$ cat config.mk
export PLATFORM = sky130hd
export DESIGN_NAME = ilm_top
export DESIGN_NICKNAME = d
export VERILOG_FILES = /design/src/rtl/ilm_pkg.sv /design/src/rtl/ilm_src_if.sv /design/src/rtl/ilm_top.sv /design/src/rtl/ilm_src_gate.sv
export VERILOG_INCLUDE_DIRS = /design/src /design/src/rtl
export SDC_FILE = /design/constraint.sdc
export NUM_CORES = 1
export LEC_CHECK = 0
export BUFFER_PORTS_ARGS = -buffer_cell sky130_fd_sc_hd__buf_2
export CORE_MARGIN = 10
export CORE_UTILIZATION = 46
export DETAILED_ROUTE_END_ITERATION = 6
export GPL_TIMING_DRIVEN = 0
export PLACE_DENSITY = 0.82
export SLEW_MARGIN = 20
export SYNTH_ARGS = -nofsm -noshare
export SYNTH_HDL_FRONTEND = slang
export SYNTH_SLANG_ARGS = --single-unit
$ cat constraint.sdc
create_clock -name mclk_in -period 4.3 [get_ports mclk_in]
set_clock_uncertainty 0.1 [all_clocks]
set_input_delay 0.86 -clock mclk_in [delete_from_list [all_inputs] [get_ports mclk_in]]
set_output_delay 0.86 -clock mclk_in [all_outputs]
set_load 0.01 [all_outputs]
$ cat src/rtl/ilm_cfg.svh
/*
  Constants for the interrupt level mask and global enable block: register
  locations, field positions, source numbering and level assignment.
  Assumes it is included by its bare name, once per compilation unit.
*/
// Functional notes
// each source gated by its own enable
// both serial channels' events go to level five
// timer match/capture and overflow go to level three
// software disables globally before touching source enables
// system mode register holds global and fast controls
// reset clears global and fast enable bits
// fast level field keeps no reset value
// enable instruction sets, disable instruction clears bit
// software enables globally during initialization
// software prefers instructions over direct bit writes
// level mask register readable and writable
// level mask register keeps no reset value
// mask bit n controls level n
// mask bit zero blocks its level
// mask bit one lets its level through
// interrupt needs global, level and source enables
// acceptance clears global enable, return sets it
// enabled sources of a level are ORed
`ifndef ILM_CFG_SVH
`define ILM_CFG_SVH

`define ILM_NUM_LEVELS      8
`define ILM_NUM_SRC         6
`define ILM_LEVEL_BITS      3

`define ILM_ADDR_LEVEL_MASK 8'hdd
`define ILM_ADDR_SYS_MODE   8'hde

`define ILM_SYM_GIE         0
`define ILM_SYM_FIE         1
`define ILM_SYM_FLS_LO      2
`define ILM_SYM_FLS_HI      4
`define ILM_SYM_RSVD_ZERO   3'h0

`define ILM_SRC_CH0_TX      0
`define ILM_SRC_CH0_RX      1
`define ILM_SRC_CH1_TX      2
`define ILM_SRC_CH1_RX      3
`define ILM_SRC_TMR2_MATCH  4
`define ILM_SRC_TMR3_OVF    5

`define ILM_LVL_FIVE        3'h5
`define ILM_LVL_THREE       3'h3

`define ILM_BYTE_ZERO       8'h00

`endif

$ cat src/rtl/ilm_pkg.sv
/*
  Types and level-assignment helpers shared by the top and the source gate.
  Assumes ilm_cfg.svh is on the include path.
*/
`include "ilm_cfg.svh"

package ilm_pkg;

    typedef logic [7:0]                    ilm_byte_t;
    typedef logic [`ILM_LEVEL_BITS-1:0]    ilm_level_t;
    typedef logic [`ILM_NUM_LEVELS-1:0]    ilm_levels_t;
    typedef logic [`ILM_NUM_SRC-1:0]       ilm_src_t;

    typedef enum logic [2:0]
    {
        ILM_SEL_NONE = 3'b001,
        ILM_SEL_MASK = 3'b010,
        ILM_SEL_SYM  = 3'b100
    } ilm_sel_e;

    // fixed wiring of each modelled source onto its level
    function automatic ilm_level_t ilm_src_level(input int s);
        case (s)
            `ILM_SRC_CH0_TX, `ILM_SRC_CH0_RX,
            `ILM_SRC_CH1_TX, `ILM_SRC_CH1_RX: return `ILM_LVL_FIVE;
            default:                          return `ILM_LVL_THREE;
        endcase
    endfunction

    function automatic ilm_src_t ilm_level_members(input ilm_level_t lvl);
        ilm_src_t m;
        m = '0;
        for (int s = 0; s < `ILM_NUM_SRC; s++)
        begin
            if (ilm_src_level(s) == lvl)
                m[s] = 1'b1;
        end
        return m;
    endfunction

endpackage

$ cat src/rtl/ilm_src_if.sv
/*
  Bundle between the top and the source gate: raw source requests, their
  peripheral enables, pre-merged requests of unmodelled levels, and the
  combined level requests. Assumes one clock domain.
*/
`timescale 1ns/1ps

interface ilm_src_if;
    import ilm_pkg::*;

    ilm_src_t    src_req;
    ilm_src_t    src_en;
    ilm_levels_t ext_req;
    ilm_levels_t level_req;

    modport gate (input src_req, input src_en, input ext_req, output level_req);
    modport top  (output src_req, output src_en, output ext_req, input level_req);
endinterface

$ cat src/rtl/ilm_top.sv
/*
  Interrupt level mask and global enable. Holds the level mask register and
  the system mode register in register set 1, applies the global enable
  instructions, the acceptance and return events, and presents one
  interrupt request to the core.
  Assumes the core's register port, instruction strobes and the peripheral
  requests all run on mclk_in; none of them needs synchronising.
*/
`timescale 1ns/1ps

`include "ilm_cfg.svh"

module ilm_top
(
    input  wire logic              mclk_in,
    input  wire logic              reset_in,
    input  wire ilm_pkg::ilm_byte_t reg_addr_in,
    input  wire logic              reg_set1_in,
    input  wire logic              reg_wr_in,
    input  wire logic              reg_rd_in,
    input  wire ilm_pkg::ilm_byte_t reg_wdata_in,
    input  wire ilm_pkg::ilm_src_t  src_req_in,
    input  wire ilm_pkg::ilm_src_t  src_en_in,
    input  wire ilm_pkg::ilm_levels_t ext_level_req_in,
    input  wire logic              global_enable_instr_in,
    input  wire logic              global_disable_instr_in,
    input  wire logic              return_from_service_instr_in,
    input  wire logic              irq_accept_in,
    output      ilm_pkg::ilm_byte_t reg_rdata_out,
    output      logic              irq_out,
    output      ilm_pkg::ilm_levels_t level_req_out,
    output      logic              global_irq_enable_out,
    output      logic              fast_irq_enable_out,
    output      ilm_pkg::ilm_level_t fast_level_select_out
);
    import ilm_pkg::*;

    // =====================================================================
    // source gate
    // =====================================================================
    ilm_src_if  src_bus ();

    assign src_bus.src_req = src_req_in;
    assign src_bus.src_en  = src_en_in;
    assign src_bus.ext_req = ext_level_req_in;

    ilm_src_gate u_gate
    (
        .mclk_in  (mclk_in),
        .reset_in (reset_in),
        .bus      (src_bus)
    );

    ilm_levels_t level_comb;

    assign level_comb = src_bus.level_req;

    // =====================================================================
    // register decode
    // =====================================================================
    ilm_sel_e    sel;
    logic        wr_mask;
    logic        wr_sym;
    logic        rd_any;

    assign sel = !reg_set1_in                       ? ILM_SEL_NONE :
                 (reg_addr_in == `ILM_ADDR_LEVEL_MASK) ? ILM_SEL_MASK :
                 (reg_addr_in == `ILM_ADDR_SYS_MODE)   ? ILM_SEL_SYM  :
                                                      ILM_SEL_NONE;

    assign wr_mask = reg_wr_in && (sel == ILM_SEL_MASK);
    assign wr_sym  = reg_wr_in && (sel == ILM_SEL_SYM);
    assign rd_any  = reg_rd_in;

    // =====================================================================
    // level mask register
    // =====================================================================
    // deliberately not reset: software must load it before enabling
    ilm_levels_t level_mask_reg_r;
    ilm_levels_t level_mask_reg_nxt;

    assign level_mask_reg_nxt = wr_mask ? reg_wdata_in : level_mask_reg_r;

    always_ff @(posedge mclk_in)
    begin
        level_mask_reg_r <= level_mask_reg_nxt;
    end

    // =====================================================================
    // system mode register
    // =====================================================================
    logic        sym_gie_r;
    logic        sym_gie_nxt;
    logic        sym_fie_r;
    logic        sym_fie_nxt;
    ilm_level_t  sym_fls_r;
    ilm_level_t  sym_fls_nxt;

    // acceptance outranks everything so a taken interrupt always masks
    // the next one; return outranks the instructions it cannot overlap
    assign sym_gie_nxt = irq_accept_in                ? 1'b0 :
                         return_from_service_instr_in ? 1'b1 :
                         global_enable_instr_in       ? 1'b1 :
                         global_disable_instr_in      ? 1'b0 :
                         wr_sym ? reg_wdata_in[`ILM_SYM_GIE] : sym_gie_r;

    assign sym_fie_nxt = wr_sym ? reg_wdata_in[`ILM_SYM_FIE] : sym_fie_r;

    assign sym_fls_nxt = wr_sym ? reg_wdata_in[`ILM_SYM_FLS_HI:`ILM_SYM_FLS_LO]
                                : sym_fls_r;

    always_ff @(posedge mclk_in)
    begin
        if (reset_in)
        begin
            sym_gie_r <= 1'b0;
            sym_fie_r <= 1'b0;
        end
        else
        begin
            sym_gie_r <= sym_gie_nxt;
            sym_fie_r <= sym_fie_nxt;
        end
    end

    // fast level field has no reset term
    always_ff @(posedge mclk_in)
    begin
        sym_fls_r <= sym_fls_nxt;
    end

    // =====================================================================
    // read data
    // =====================================================================
    ilm_byte_t   sym_view;
    ilm_byte_t   rdata_nxt;
    ilm_byte_t   rdata_r;

    assign sym_view = {`ILM_SYM_RSVD_ZERO, sym_fls_r, sym_fie_r, sym_gie_r};

    assign rdata_nxt = !rd_any               ? rdata_r          :
                       (sel == ILM_SEL_MASK) ? level_mask_reg_r :
                       (sel == ILM_SEL_SYM)  ? sym_view         :
                                               `ILM_BYTE_ZERO;

    always_ff @(posedge mclk_in)
    begin
        if (reset_in)
            rdata_r <= `ILM_BYTE_ZERO;
        else
            rdata_r <= rdata_nxt;
    end

    // =====================================================================
    // interrupt presentation
    // =====================================================================
    ilm_levels_t live_levels;
    logic        irq_nxt;
    logic        irq_r;
    ilm_levels_t level_req_r;
    ilm_level_t  fast_sel_nxt;
    ilm_level_t  fast_sel_r;

    // bit n of the mask gates level n; a clear bit blocks, a set bit passes
    assign live_levels = level_comb & level_mask_reg_r;

    // uses the next global enable so the cycle after acceptance is quiet
    assign irq_nxt = sym_gie_nxt && (|live_levels);

    // the undefined field is hidden while fast mode is off
    assign fast_sel_nxt = sym_fie_nxt ? sym_fls_nxt : `ILM_SYM_RSVD_ZERO;

    always_ff @(posedge mclk_in)
    begin
        if (reset_in)
        begin
            irq_r       <= 1'b0;
            level_req_r <= '0;
            fast_sel_r  <= `ILM_SYM_RSVD_ZERO;
        end
        else
        begin
            irq_r       <= irq_nxt;
            level_req_r <= level_comb;
            fast_sel_r  <= fast_sel_nxt;
        end
    end

    assign reg_rdata_out         = rdata_r;
    assign irq_out               = irq_r;
    assign level_req_out         = level_req_r;
    assign global_irq_enable_out = sym_gie_r;
    assign fast_irq_enable_out   = sym_fie_r;
    assign fast_level_select_out = fast_sel_r;

    // =====================================================================
    // checks
    // =====================================================================
    AST_RESET_CLEARS: assert property (@(posedge mclk_in)
        reset_in |=> (!global_irq_enable_out && !fast_irq_enable_out && !irq_out))
        else $error("enable bits not cleared by reset");

    AST_FIELD_KEEPS: assert property (@(posedge mclk_in)
        (reset_in && !wr_sym) |=> $stable(sym_fls_r))
        else $error("fast level field altered by reset");

    AST_EI_SETS: assert property (@(posedge mclk_in) disable iff (reset_in)
        (global_enable_instr_in && !irq_accept_in) |=> global_irq_enable_out)
        else $error("enable instruction did not set global enable");

    AST_DI_CLEARS: assert property (@(posedge mclk_in) disable iff (reset_in)
        (global_disable_instr_in && !global_enable_instr_in && !return_from_service_instr_in)
        |=> !global_irq_enable_out [*1] ##0 !irq_out)
        else $error("disable instruction did not clear global enable");

    AST_ACCEPT_CLEARS: assert property (@(posedge mclk_in) disable iff (reset_in)
        irq_accept_in |=> (!global_irq_enable_out && !irq_out))
        else $error("acceptance left global enable set");

    AST_RETURN_SETS: assert property (@(posedge mclk_in) disable iff (reset_in)
        (return_from_service_instr_in && !irq_accept_in) |=> global_irq_enable_out)
        else $error("return did not restore global enable");

    AST_IRQ_CAUSE: assert property (@(posedge mclk_in) disable iff (reset_in)
        irq_out |-> (global_irq_enable_out &&
                     (|($past(level_comb) & $past(level_mask_reg_r)))))
        else $error("interrupt presented without all enables");

    AST_MASK_BLOCKS: assert property (@(posedge mclk_in) disable iff (reset_in)
        ((level_comb & level_mask_reg_r) == '0) |=> !irq_out)
        else $error("masked level reached the core");

    AST_MASK_PASSES: assert property (@(posedge mclk_in) disable iff (reset_in)
        (sym_gie_nxt && (|(level_comb & level_mask_reg_r))) |=> irq_out)
        else $error("unmasked level with global enable not presented");

    AST_MASK_WRITE: assert property (@(posedge mclk_in) disable iff (reset_in)
        wr_mask |=> (level_mask_reg_r == $past(reg_wdata_in)))
        else $error("level mask write lost");

    AST_MASK_READ: assert property (@(posedge mclk_in) disable iff (reset_in)
        (reg_rd_in && sel == ILM_SEL_MASK) |=> (reg_rdata_out == $past(level_mask_reg_r)))
        else $error("level mask readback wrong");

    AST_SYM_READ: assert property (@(posedge mclk_in) disable iff (reset_in)
        (reg_rd_in && sel == ILM_SEL_SYM) |=>
        (reg_rdata_out == {`ILM_SYM_RSVD_ZERO, $past(sym_fls_r),
                           $past(sym_fie_r), $past(sym_gie_r)}))
        else $error("system mode readback wrong");

    AST_UNMAPPED_ZERO: assert property (@(posedge mclk_in) disable iff (reset_in)
        (reg_rd_in && sel == ILM_SEL_NONE) |=> (reg_rdata_out == `ILM_BYTE_ZERO))
        else $error("unmapped read not zero");

    AST_LEVEL_STATUS: assert property (@(posedge mclk_in) disable iff (reset_in)
        1'b1 |=> (level_req_out == $past(level_comb)))
        else $error("level request status lags");
endmodule

$ cat src/rtl/ilm_src_gate.sv
/*
  Source gate: applies each source's peripheral enable and merges the enabled
  sources of every level into one level request. Purely combinational; the
  clock and reset only serve the checks.
  Assumes requests come from logic on the same clock.
*/
`timescale 1ns/1ps

`include "ilm_cfg.svh"

module ilm_src_gate
(
    input  wire logic  mclk_in,
    input  wire logic  reset_in,
    ilm_src_if.gate    bus
);
    import ilm_pkg::*;

    // =====================================================================
    // enable and merge
    // =====================================================================
    ilm_src_t    enabled_src;
    ilm_levels_t merged;

    assign enabled_src = bus.src_req & bus.src_en;

    for (genvar l = 0; l < `ILM_NUM_LEVELS; l++)
    begin : g_lvl
        assign merged[l] = (|(enabled_src & ilm_level_members(ilm_level_t'(l))))
                         | bus.ext_req[l];
    end

    assign bus.level_req = merged;

    // =====================================================================
    // checks
    // =====================================================================
    AST_LEVEL_FIVE: assert property (@(posedge mclk_in) disable iff (reset_in)
        (|(bus.src_req[`ILM_SRC_CH1_RX:`ILM_SRC_CH0_TX] &
           bus.src_en[`ILM_SRC_CH1_RX:`ILM_SRC_CH0_TX])) |-> bus.level_req[`ILM_LVL_FIVE])
        else $error("serial channel request missing on level five");

    AST_LEVEL_THREE: assert property (@(posedge mclk_in) disable iff (reset_in)
        (|(bus.src_req[`ILM_SRC_TMR3_OVF:`ILM_SRC_TMR2_MATCH] &
           bus.src_en[`ILM_SRC_TMR3_OVF:`ILM_SRC_TMR2_MATCH])) |-> bus.level_req[`ILM_LVL_THREE])
        else $error("timer request missing on level three");

    AST_OR_MERGE: assert property (@(posedge mclk_in) disable iff (reset_in)
        (bus.src_en == '0 && bus.ext_req == '0) |-> bus.level_req == '0)
        else $error("level request raised with every source disabled");
endmodule

==> impl.org, run 1 <==
** Detailed routing
- The final layout contains routed wiring with a total length of approximately 3400 um.
- Detailed Route Iter0 Violations :: 103
- Number of antenna-violating nets in the routed design :: 0
- Via density per instance :: approximately 5.2
- Number of vias after detailed routing :: between 1k and 1.5k
- In the routed design, unresolved DRC markers number 0.
- The first TritonRoute pass finished after 4 iterations.
- Dividing the detail-routed wire length by the instance count gives 15.40 um.

** Yosys
- Leading post-synthesis cells by instance count :: sky130_fd_sc_hd__dfxtp_1 (25), sky130_fd_sc_hd__nand2_1 (11), sky130_fd_sc_hd__a21oi_1 (9)
- The most common cell in the synthesized netlist is sky130_fd_sc_hd__dfxtp_1.
- Of all flip-flops after synthesis, the portion carrying an async set or reset was 0%.
- Mean instance size in the synthesized netlist :: ~11 sq um
- Sequential cells were found to cover between 50% and 60% of the synthesized design area.
- The top cell type by area accounts for 40.40% of the synthesized area.
- Counting every net in the synthesized netlist gives about 160.
- Counting flops and latches in the post-synthesis netlist gives 33.
- The cell area that synthesis handed to floorplanning was between 1000 and 1500 sq um.
- Synth cell types :: 29
- During synthesis, Yosys emitted a total of 0 warnings.
- Count of flip-flops with a built-in enable after synthesis :: 8
- Top cell type by total area after synthesis :: sky130_fd_sc_hd__dfxtp_1
- After technology mapping, the gate count stands at roughly 110.
- After synthesis, the cell types taking the most area are sky130_fd_sc_hd__dfxtp_1 (40%), sky130_fd_sc_hd__edfxtp_1 (19%), sky130_fd_sc_hd__a21oi_1 (3.6%), sky130_fd_sc_hd__a311oi_1 (3.5%), sky130_fd_sc_hd__nor2b_1 (3.5%).
- In the synthesized netlist the dominant register cell turns out to be sky130_fd_sc_hd__dfxtp_1.

** Pwr
- IR analysis of the VDD net gives a maximum drop of ~0.0002 V.
- In this run the power density over the cells is between 300 and 400 nW/um^2.
- For this design the static power due to leakage is about 0.73 nW.

** Placed design
- Prior to clock tree synthesis, the placed netlist has a worst setup slack of 1.575 ns.
- Routability cong. :: around 0.76
- Detailed-placement wirelength estimate :: 2705 um
- Count of port buffers added during placement :: 66
- Instance area at placement :: between 1500 and 2000 sq um

** Min path
- Hold path start :: reg_rdata_out[6]$_SDFFE_PP0P_
- Cell depth of the worst hold path :: 2
- The tightest min-delay check is of the reg2reg type.

** Worst setup path
- STA classifies the critical path endpoint as a flip-flop.
- The critical path in this run is classified as in2reg.
- Walking the worst path, the cells encountered are buf_2 > nand3b_1 > nor4_2 > and2_1.
- Max FO, Critical Path :: 9
- Worst Setup SP :: reg_addr_in[5]
- For the worst flop-to-flop path, the logic depth is 3.
- Required @ worst endpoint :: 4.19 ns
- Instance count on the critical path :: 4
- The number of buffers and inverters on the critical path is 1.
- Among cell families on the critical path, the largest total delay comes from simple AND/OR/NAND/NOR gates.
- Critical Path AT :: 2.24 ns
- The largest individual stage delay along the critical path comes from the cell sky130_fd_sc_hd__nor4_2.
- STA classifies the critical path startpoint as an input port.
- In this run the critical register-to-register path is launched from level_mask_reg_r[0]$_DFFE_PP_.
- The largest single stage delay on the critical path is around 0.62 ns.

** Global routing
- Largest net degree at the start of global routing :: 11
- The first global-routing pass estimated between 5000 and 6000 um of wire.
- Antenna violations before repair :: 0
- Most heavily used metal layer in global routing :: met2
- Fraction of met3 tracks used by global routing :: a little over 8%
- After global routing the overflow that remains totals 0.
- For this run, global-route usage on met1 was measured as between 10 and 15%.
- Met2 demand-to-capacity share in global routing :: around 23%
- The number of global-route vias before repair came to roughly 1.3k.
- Global routing consumed, over all layers together, a little over an eighth of the routing resources.

** Clocking
- Post-CTS Hold Fix Bufs :: 0
- TritonCTS built the clock tree.
- Clock-pin slew was measured on the worst setup and hold paths at 0.09 ns.
- The clock net in this run drives a total of 33 sinks.
- In this run, CTS created clock tree buffers numbering 5.
- Setup repair bufs after CTS :: 0
- Insertion delay of the later-clocked pin in the worst-skew pair :: between 0.3 and 0.4 ns
- H-tree depth reported by CTS :: 2
- The root buffer cell chosen for the clock tree is sky130_fd_sc_hd__clkbuf_4.
- In this run, post-CTS repair resized a total of 0 instances.
- Worst-case clock buffer depth :: 2

** Floorplanning
- The die is between 70 and 80 um wide.
- Core footprint :: 2522 sq um
- The die covers a little over 5000 sq um.
- Measured along the y axis, the die boundary spans 71.89 um.
- Starting Density :: 49.11%
- For this design the top-level I/O count stands at 67.
- After floorplanning, the core was divided into 18 placement rows.

** Status
- The run finished with clean final reports.

** Cells and area
- Number of diodes added for antenna fixing :: 0
- Footprint of the multi-input gates :: between 400 and 500 sq um
- Number of nets at the end of the flow :: 232
- Fill cells :: about 210
- Fraction of layout instances using a drive strength above 1 :: between 40% and 50%
- In the final layout, flip-flops and latches occupy 740.7 sq um.
- From synthesis to final layout, the design area changed by 34.44%.
- At the end of the flow the core is filled with cells to approximately 66%.
- After routing the design area is about 1700 sq um.

** Timing
- For the pin with the worst max-slew slack, the measured transition is just under 0.8 ns.
- In the final timing run, aggregate negative setup slack is 0 ns.
- In the finished design, the share of the clock period the worst path needs comes to 54.45%.
- Unrepaired setup endpoints after global routing :: no
- Slew headroom :: between 40 and 50%
- Final Worst Setup Slack :: between 1.5 and 2 ns
- Derived from the worst setup path, the maximum achievable clock frequency is around 430 MHz.
- The clock period could shrink to about 2.3 ns.
- The number of failing hold endpoints at the final stage was 0.
- The final count of pins violating max slew is 0.
- Setup violations remaining at the end of the flow were counted as 0.

** Job
- Max-cap violations in this run came to 0.
[power by group]
part           switching (mW)  internal, mW  total (mW)
combinational          0.0279        0.0284      0.0563
clock                  0.0958        0.0806       0.176
sequential            0.00326         0.326       0.329
total                   0.127         0.435       0.562
[path summary, 6_finish.rpt]
kind                                                      end  slack, ns
worst max register to register             irq_out$_SDFF_PP0_       3.05
worst min-delay path            reg_rdata_out[6]$_SDFFE_PP0P_       0.38
worst min register to register  reg_rdata_out[6]$_SDFFE_PP0P_       0.38
worst max-delay path            level_mask_reg_r[5]$_DFFE_PP_       1.96
[through the flow]
| step | hold WS, ns | power, mW | std cells |
|---|---|---|---|
| global placement | 0.3531 | 0.3909 | 210 |
| finish | 0.3787 | 0.5617 | 218 |
| CTS | 0.3800 | 0.5678 | 218 |
| global route | 0.4169 | 0.5893 | 218 |
| floorplan | 0.3533 | 0.3570 | 114 |
| detailed placement | 0.3663 | 0.3931 | 210 |
[final cells by class]
| type | instances | share of cell area [%] |
|---|---|---|
| plain buffers | 4 | 1.352 |
| multi-input cells | 75 | 28.10 |
| well taps | 30 | 2.254 |
| flip-flops and latches | 33 | 44.48 |
| inverters | 2 | 0.4508 |
| repair buffers | 66 | 19.83 |
| clock buffers | 8 | 3.531 |
[layout by cell type (no fill, tap or decap)]
cell type                  instances
sky130_fd_sc_hd__and2_1            2
sky130_fd_sc_hd__mux2_2            3
sky130_fd_sc_hd__nor3_1            2
sky130_fd_sc_hd__dfxtp_1          25
sky130_fd_sc_hd__inv_1             1
sky130_fd_sc_hd__a221oi_1          1
sky130_fd_sc_hd__edfxtp_1          8
sky130_fd_sc_hd__nor2b_1           7
sky130_fd_sc_hd__nand4_1           3
sky130_fd_sc_hd__buf_6             1
sky130_fd_sc_hd__nand2_1          11
sky130_fd_sc_hd__nand4_2           1
sky130_fd_sc_hd__clkbuf_1          5
sky130_fd_sc_hd__nor4_2            1
sky130_fd_sc_hd__or4_4             1
sky130_fd_sc_hd__nor3_2            1
sky130_fd_sc_hd__a222oi_1          1
sky130_fd_sc_hd__a21boi_0          1
sky130_fd_sc_hd__inv_2             1
sky130_fd_sc_hd__a311oi_1          5
sky130_fd_sc_hd__buf_2            66
sky130_fd_sc_hd__nand2b_1          4
sky130_fd_sc_hd__nor2_1            7
sky130_fd_sc_hd__clkbuf_4          5
sky130_fd_sc_hd__a22oi_1           3
sky130_fd_sc_hd__and3_1            1
sky130_fd_sc_hd__nand3b_1          1
sky130_fd_sc_hd__a21oi_1           9
sky130_fd_sc_hd__nand3_1           8
sky130_fd_sc_hd__a221o_1           1
sky130_fd_sc_hd__clkbuf_8          1
sky130_fd_sc_hd__o31a_1            1
[worst register-to-register path, stage by stage (launching register included)]
cell and delay (ns):
sky130_fd_sc_hd__edfxtp_1 0.42, sky130_fd_sc_hd__a22oi_1 0.20, sky130_fd_sc_hd__nand3_1 0.12, sky130_fd_sc_hd__o31a_1 0.30
[cell families (layout without fill, tap and decap cells)]
kind of cell           count (synthesis)  after routing  share of synthesized area (%)
multiplexers                           3              3                          2.727
buffers and inverters                  6             80                          2.424
AO/OA/AOI/OAI                         22             22                          12.63
AND/OR/NAND/NOR                       50             50                          22.42
flip-flops                            33             33                          59.80
[metal layers]
layer | up-vias | routed length, um
met5 | - | 0
met4 | 0 | 21
met3 | 3 | 405
met2 | 55 | 1529
met1 | 509 | 1401
li1 | 571 | -
[registers in the layout (all words and copies together), names as in the netlist]
signal                 cells
fast_irq_enable_out        1
fast_level_select_out      3
global_irq_enable_out      1
irq_out                    1
level_mask_reg_r           8
level_req_out              8
reg_rdata_out              8
sym_fls_r                  3
No activity file was read; power rests on OpenSTA's default activity.
==> inputs of run 2 (changes only) <==
CORE_UTILIZATION = 43   (was 46)
PLACE_DENSITY = 0.77   (was 0.82)
clock period = 2.35 ns   (was 4.3 ns; I/O delays follow)
==> run 2 against run 1 <==
Effect of this change: sequential cell count did not move; largest cell class unchanged; clock power increased by 130%; worst hold slack worse by 0.17 ns; count of clock-buffer cells in the layout decreased by 2; largest power group unchanged; combinational power grew 83%.
==> impl.org, run 2 (synthesis gave the netlist of run 1 again) <==
** Detailed routing
- The remaining design rule violation count was 0 (unchanged).
- Drt first pass iters :: 4 (unchanged)
- Number of antenna-violating nets in the routed design :: 0 (unchanged)
- The detailed-route wire length per cell came to 15.10 um (-1.9%).
- The post-detailed-routing wire length is 3307 um (-1.5%).
- Number of vias after detailed routing :: 1143 (+0.44%)
- The detail-routed via count per cell is 5.219 (about the same).
- Detailed Route Iter0 Violations :: 84 (-18%)

** Timing
- Count of endpoints failing hold in the final timing report :: 0 (unchanged)
- Slew headroom :: 44.93% (-2.3 points)
- Setup TNS Final :: 0 ns (unchanged)
- Setup repair after global routing left no endpoint under its margin.
- Least-Margin Pin Slew :: 0.8192 ns (+0.03378 ns)
- The minimum setup slack in the final design was 0.3659 ns (-1.593 ns).
- The number of endpoints failing setup at the final stage was 0 (unchanged).
- The final count of pins violating max slew came to 0 (unchanged).
- The worst path needs ~2.0 ns of the cycle, external delays included.
- Fmax :: between 500 and 600 MHz
- In the finished design, the share of the clock period the worst path needs comes to a little over four fifths.

** Floorplanning
- Die ar. :: 5427 sq um (+5.0%)
- The x dimension of the die is 73.67 um (+2.5%).
- The number of top-level design ports came to 67 (unchanged).
- The die outline height came to 73.67 um (+2.5%).
- Site Rows :: 19 (+1)
- The initial core utilization was 44.92% (-4.2 points).
- Core footprint :: 2758 sq um (+9.3%)

** Placed design
- The number of buffer cells added on primary ports came to 66 (unchanged).
- The cell total after placement was 211 (+0.48%).
- Detailed-placement wirelength estimate :: 2661 um (-1.6%)
- Routability cong. :: 0.7967 (+4.7%)
- The placed standard-cell area came to 1608 sq um (about the same).
- The pre-CTS worst setup slack was -0.02433 ns (-1.599 ns).

** Global routing
- Antenna violations before repair :: 0 (unchanged)
- Global-route wire length before repair :: 5368 um (-5.9%)
- Sum of overflow across all layers after global routing :: 0 (unchanged)
- Total global routing track utilization :: 12.42% (-1.3 points)
- The number of global-route vias before repair came to 1178 (-6.9%).
- Largest net degree at the start of global routing :: 11 (unchanged)

** Clocking
- The tree is rooted in a sky130_fd_sc_hd__clkbuf_4.
- Post-CTS Hold Fix Bufs :: 0 (unchanged)
- Number of sinks handled by clock tree synthesis :: 33 (unchanged)
- The post-CTS repair timing setup buffer count is 0 (unchanged).
- Total CTS buffers :: 5 (unchanged)
- The number of gates resized after cts was 0 (unchanged).
- The clock latency reported for the late side of the worst-skew pair was 0.33 ns (about the same).
- Worst-case clock buffer depth :: 2 (unchanged)
- The H-tree depth came to 2 (unchanged).
- Clock transition at the registers of the reported paths :: 0.09 ns (about the same)
- TritonCTS built the clock tree.

** Cells and area
- Leaving out fill and tap cells, the most frequent cell in the layout is sky130_fd_sc_hd__buf_2.
- The number of fill cells is 251 (+20%).
- Number of nets at the end of the flow :: 232 (unchanged)
- The number of diodes added for antenna fixing is 0 (unchanged).
- The final standard cell utilization of the core was 61.03% (-5.0 points).
- Final instance area :: 1683 sq um (+1.1%)
- Synthesis-to-finish area growth :: 35.86%
- Top library cells by usage in the layout, fill and taps aside :: sky130_fd_sc_hd__buf_2 (66), sky130_fd_sc_hd__dfxtp_1 (25), sky130_fd_sc_hd__nand2_1 (11), sky130_fd_sc_hd__a21oi_1 (9)
- Count of placed standard cells in the final layout, fillers left out :: 219 (+0.46%)
- The layout cell share with drive strength beyond 1 is 43.09% (unchanged).

** Min path
- The worst hold path begins at reg_wdata_in[5].
- Worst-case hold path end point :: level_mask_reg_r[5]$_DFFE_PP_
- Hold Path Class :: in2reg
- The cell depth of the worst min-delay path came to 1 (-1).

** Worst setup path
- The number of buffer and inverter stages on the critical path was 1 (unchanged).
- R2R Path End :: irq_out$_SDFF_PP0_
- By startpoint and endpoint, the worst setup path is classified as in2reg.
- Worst reg2reg path startpoint :: level_mask_reg_r[2]$_DFFE_PP_
- Endpoint class of the critical path :: flip-flop
- Cells on worst reg2reg path :: 3 (unchanged)
- The data arrival time of the critical path is 1.89 ns (-0.35 ns).
- The critical path's largest stage delay was 0.65 ns (+0.03 ns).
- Largest delay share family, worst path :: simple AND/OR/NAND/NOR gates
- The worst setup slack for register-to-register paths came to 1.11 ns (-1.94 ns).
- STA classifies the critical path startpoint as an input port.
- Crit path cell chain :: buf_2 > nand3b_1 > nor4_2 > and2_1
- Required @ worst endpoint :: 2.25 ns (-1.94 ns)
- Max FO, Critical Path :: 9 (unchanged)
- Slowest stage cell, crit path :: sky130_fd_sc_hd__nor4_2

** Pwr
- The switching fraction of total power is 21.78% (-0.82 points).
- Register share of total power :: 54.2% (-4.4 points)
- Power per cell area :: 660.4 nW/um^2 (+96%)
- Static leakage :: 0.7367 nW (+1.0%)
- The clock power share is 36.6% (+5.2 points).
- Internal power :: 0.8693 mW (+100%)
- The combinational power share came to 9.2% (-0.8 points).
- Max VDD drop :: 0.0005532 V (+180%)
- The switching power total came to 0.2420 mW (+91%).

** Status
- Outcome :: finished clean

** Job
- The reported max-cap violation count came to 0 (unchanged).
-- run 2: changes by cell type in the layout (fill, tap and decap cells not counted), sizes merged --
| cell | before | now |
|---|---|---|
| clkbuf | 11 | 9 |
| bufinv | 0 | 1 |
| clkinv | 0 | 1 |
-- run 2: worst max path at each step --
stage	start	end	slack, ns	cells past startpoint
2_1_floorplan	reg_addr_in[5]	irq_out$_SDFF_PP0_	0.42	5
3_3_place_gp	reg_addr_in[5]	level_mask_reg_r[6]$_DFFE_PP_	0.02	4
3_5_place_dp	reg_addr_in[5]	level_mask_reg_r[6]$_DFFE_PP_	-0.02	4
4_1_cts	reg_addr_in[5]	level_mask_reg_r[6]$_DFFE_PP_	0.33	4
5_1_grt	reg_addr_in[5]	level_mask_reg_r[7]$_DFFE_PP_	0.23	4
6_report	reg_addr_in[5]	level_mask_reg_r[7]$_DFFE_PP_	0.37	4
-- run 2: metrics by stage --
stage	hold WS (ns)	power (mW)
6_report	0.2098	1.111
5_1_grt	0.1923	1.156
4_1_cts	0.2011	1.119
3_5_place_dp	0.3690	0.7189
3_3_place_gp	0.3524	0.7156
2_1_floorplan	0.3533	0.6531
-- run 2: metal layers --
metal | wire [um] | global-route usage (%) | part of all wire [%] | vias to the layer above
li1 | - | - | - | 568
met3 | 472 | 7.672 | 14 | 4
met4 | 28 | 4.348 | 0.85 | 0
met5 | 0 | 0 | 0 | -
met2 | 1500 | 19.98 | 45 | 54
met1 | 1305 | 12.96 | 39 | 517
-- run 2: area by class of cell --
| cell class | instances | area [sq um] | area share, % |
|---|---|---|---|
| buffer | 4 | 22.52 | 1.338 |
| clock buffer | 6 | 41.29 | 2.454 |
| clock inverter | 2 | 33.78 | 2.007 |
| inverter | 2 | 7.507 | 0.4461 |
| multi-input combinational | 75 | 467.9 | 27.81 |
| sequential | 33 | 740.7 | 44.01 |
| tap | 31 | 38.79 | 2.305 |
| timing repair buffer | 66 | 330.3 | 19.63 |
-- run 2: power by group through the flow --
stage / registers [mW] / clock network, mW / logic [mW]
CTS: 0.602 / 0.412 / 0.104
floorplan: 0.622 / 0 / 0.0307
detailed placement: 0.615 / 0 / 0.104
global placement: 0.614 / 0 / 0.101
finish: 0.602 / 0.407 / 0.103
global route: 0.603 / 0.437 / 0.115
==> inputs of run 3 (changes only) <==
clock period = 1.84 ns   (was 2.35 ns; I/O delays follow)
==> run 3 against run 2 <==
Effect of this change: power grew 27%; final area grew 0.52%; sequential share of layout area shrank 0.23 points; highest routed layer is now met3.
==> impl.org, run 3 (synthesis gave the netlist of run 1 again) <==
** Status
- The run finished with clean final reports.

** Detailed routing
- Via density per instance :: 5.151 (-1.3%)
- The count of TritonRoute iterations in the first routing pass was 4 (unchanged).
- The post-detailed-routing wire length is 3304 um (about the same).
- The number of nets with antenna violations after detailed routing is 0 (unchanged).
- Number of vias after detailed routing :: 1128 (-1.3%)
- Detailed Route Iter0 Violations :: 90 (+7.1%)
- DRC :: 0 (unchanged)
- The detailed-route wire length per cell was 15.09 um (about the same).

** Placed design
- The cell total after placement came to 211 (unchanged).
- The pre-CTS worst setup slack came to -0.4323 ns (-0.4080 ns).
- Routability cong. :: 0.7967 (unchanged)
- The placed standard-cell area was 1608 sq um (unchanged).
- The placed wire-length estimate after detailed placement was 2661 um (unchanged).
- The number of buffer cells added on primary ports was 66 (unchanged).

** Timing
- Number of slew-limit violations in the final report :: 0 (unchanged)
- Setup repair after global routing left no endpoint under its margin.
- The sum of negative setup slack is 0 ns (unchanged).
- The number of endpoints failing setup at the final stage is 0 (unchanged).
- Fmax :: roughly 580 MHz
- Count of endpoints failing hold in the final timing report :: 0 (unchanged)
- Slew headroom :: 61.67% (+17 points)
- The slew at the pin with the worst max-slew slack is 0.5719 ns (-0.2473 ns).
- Of the available clock period, the critical path in the final layout requires 92.92%.
- The minimum setup slack in the final design is 0.1303 ns (-0.2356 ns).
- Post-layout min period :: between 1.5 and 2 ns

** Global routing
- The number of global-route vias before repair is 1177 (-0.085%).
- The met3 usage was 7.672% (unchanged).
- The global-route track usage on met1 came to 12.96% (unchanged).
- Global-route wire length before repair :: 5375 um (+0.13%)
- The remaining global-route overflow came to 0 (unchanged).
- Met2 demand-to-capacity share in global routing :: 19.98% (unchanged)
- Total global routing track utilization :: 12.42% (unchanged)
- In this run the most used layer during global routing was met2.
- Antenna violations before repair :: 0 (unchanged)
- Largest net degree at the start of global routing :: 11 (unchanged)

** Worst setup path
- Critical Path AT :: 1.83 ns (-0.06 ns)
- Slowest stage cell, crit path :: sky130_fd_sc_hd__or4_4
- Worst reg2reg path startpoint :: level_mask_reg_r[2]$_DFFE_PP_
- The worst setup path is captured at a flip-flop.
- Slowest Stage Delay on Critical Path :: 0.52 ns (-0.13 ns)
- The signal on the critical path passes through buf_2 > nand3b_1 > or4_4 > buf_6 > a221o_1 > o31a_1.
- The cell family contributing the most delay on the critical path is simple AND/OR/NAND/NOR gates.
- Required @ worst endpoint :: 1.96 ns (-0.29 ns)
- Kind of critical path :: in2reg
- Max FO, Critical Path :: 8 (-1)
- STA classifies the critical path startpoint as an input port.
- Total buffers and inverters traversed by the critical path :: 2 (+1)
- The most critical setup path has its startpoint at reg_addr_in[5].

** Cells and area
- Synthesis-to-finish area growth :: 36.57%
- Fraction of layout instances using a drive strength above 1 :: 43.09% (unchanged)
- Final instance area :: 1692 sq um (+0.52%)
- Number of nets at the end of the flow :: 232 (unchanged)
- Number of diodes added for antenna fixing :: 0 (unchanged)
- The library cell used most frequently in the layout, excluding fill and tap cells, is sky130_fd_sc_hd__buf_2.
- Top library cells by usage in the layout, fill and taps aside :: sky130_fd_sc_hd__buf_2 (66), sky130_fd_sc_hd__dfxtp_1 (25), sky130_fd_sc_hd__nand2_1 (11), sky130_fd_sc_hd__a21oi_1 (9)
- The final instance count without filler cells came to 219 (unchanged).

** Floorplanning
- Site Rows :: 19 (unchanged)
- Starting Density :: 44.92% (unchanged)
- Core footprint :: 2758 sq um (unchanged)
- Die outline width :: 73.67 um (unchanged)
- The area enclosed by the die boundary is 5427 sq um (unchanged).
- The number of top-level design ports was 67 (unchanged).
- Chip Height :: 73.67 um (unchanged)

** Clocking
- Clock transition at the registers of the reported paths :: 0.09 ns (about the same)
- The clock sink count is 33 (unchanged).
- The clock latency reported for the late side of the worst-skew pair is 0.32 ns (about the same).
- The total CTS buffers was 5 (unchanged).
- Setup repair bufs after CTS :: 0 (unchanged)
- Worst-case clock buffer depth :: 2 (unchanged)
- TritonCTS built the clock tree.
- Clock root buffer :: sky130_fd_sc_hd__clkbuf_4
- The H-tree depth came to 2 (unchanged).

** Job
- The reported max-cap violation count came to 0 (unchanged).

** Pwr
- Max VDD drop :: 0.0007091 V (+28%)
- The cell leakage power came to 0.7402 nW (+0.48%).
- The cell area power density came to 837.2 nW/um^2 (+27%).

** Min path
- The min-delay analysis places its worst path in the category in2reg.
- Hold path start :: reg_wdata_in[5]
==> run 3: cell counts in the layout (fill, tap and decap cells not counted) <==
No cell type changed its count.
==> run 3: metrics by stage <==
stage	hold WS [ns]	power, mW	utilization (%)
floorplan	0.3533	0.8342	-
global placement	0.3524	0.9140	58.30
detailed placement	0.3690	0.9182	58.30
CTS	0.09908	1.430	61.34
global route	0.09035	1.477	61.34
finish	0.1139	1.416	61.34
==> run 3: layer usage <==
metal / vias to the layer above / routed length (um)
met4: 0 / 0
met3: 0 / 474
met1: 506 / 1300
met2: 55 / 1529
li1: 567 / -
met5: - / 0
==> run 3: worst register-to-register path: cells and delay by family, from the launching register on <==
family | cells | cell delay [ns]
DFF | 1 | 0.41
and+or+nand+nor | 1 | 0.12
AOI/OAI and AO/OA | 2 | 0.52
==> run 3: path summary, 6_finish.rpt <==
| path | slack, ns | cells after the start | endpoint |
|---|---|---|---|
| min reg2reg | 0.38 | 2 | reg_rdata_out[7]$_SDFFE_PP0P_ |
| max reg2reg | 0.60 | 3 | irq_out$_SDFF_PP0_ |
| min | 0.11 | 1 | level_mask_reg_r[5]$_DFFE_PP_ |
| max | 0.13 | 6 | irq_out$_SDFF_PP0_ |
==> run 3: layout make-up <==
class,instances,area (sq um)
repair buffers,66,330.3
multi-input cells,75,476.7
fillers,248,1066
clock buffers,6,41.29
flip-flops and latches,33,740.7
inverters,2,7.507
clock inverters,2,33.78
well taps,31,38.79
plain buffers,4,22.52
==> run 3: timing repair <==
action	in CTS	in global routing
hold buffers	0	0
endpoints found under the setup margin	8	0
resized for setup	1	0
==> run 3: report_power, final <==
part           switching (mW)  internal (mW)
sequential            0.00743          0.761
clock                   0.232          0.283
combinational          0.0661         0.0665
total                   0.306           1.11
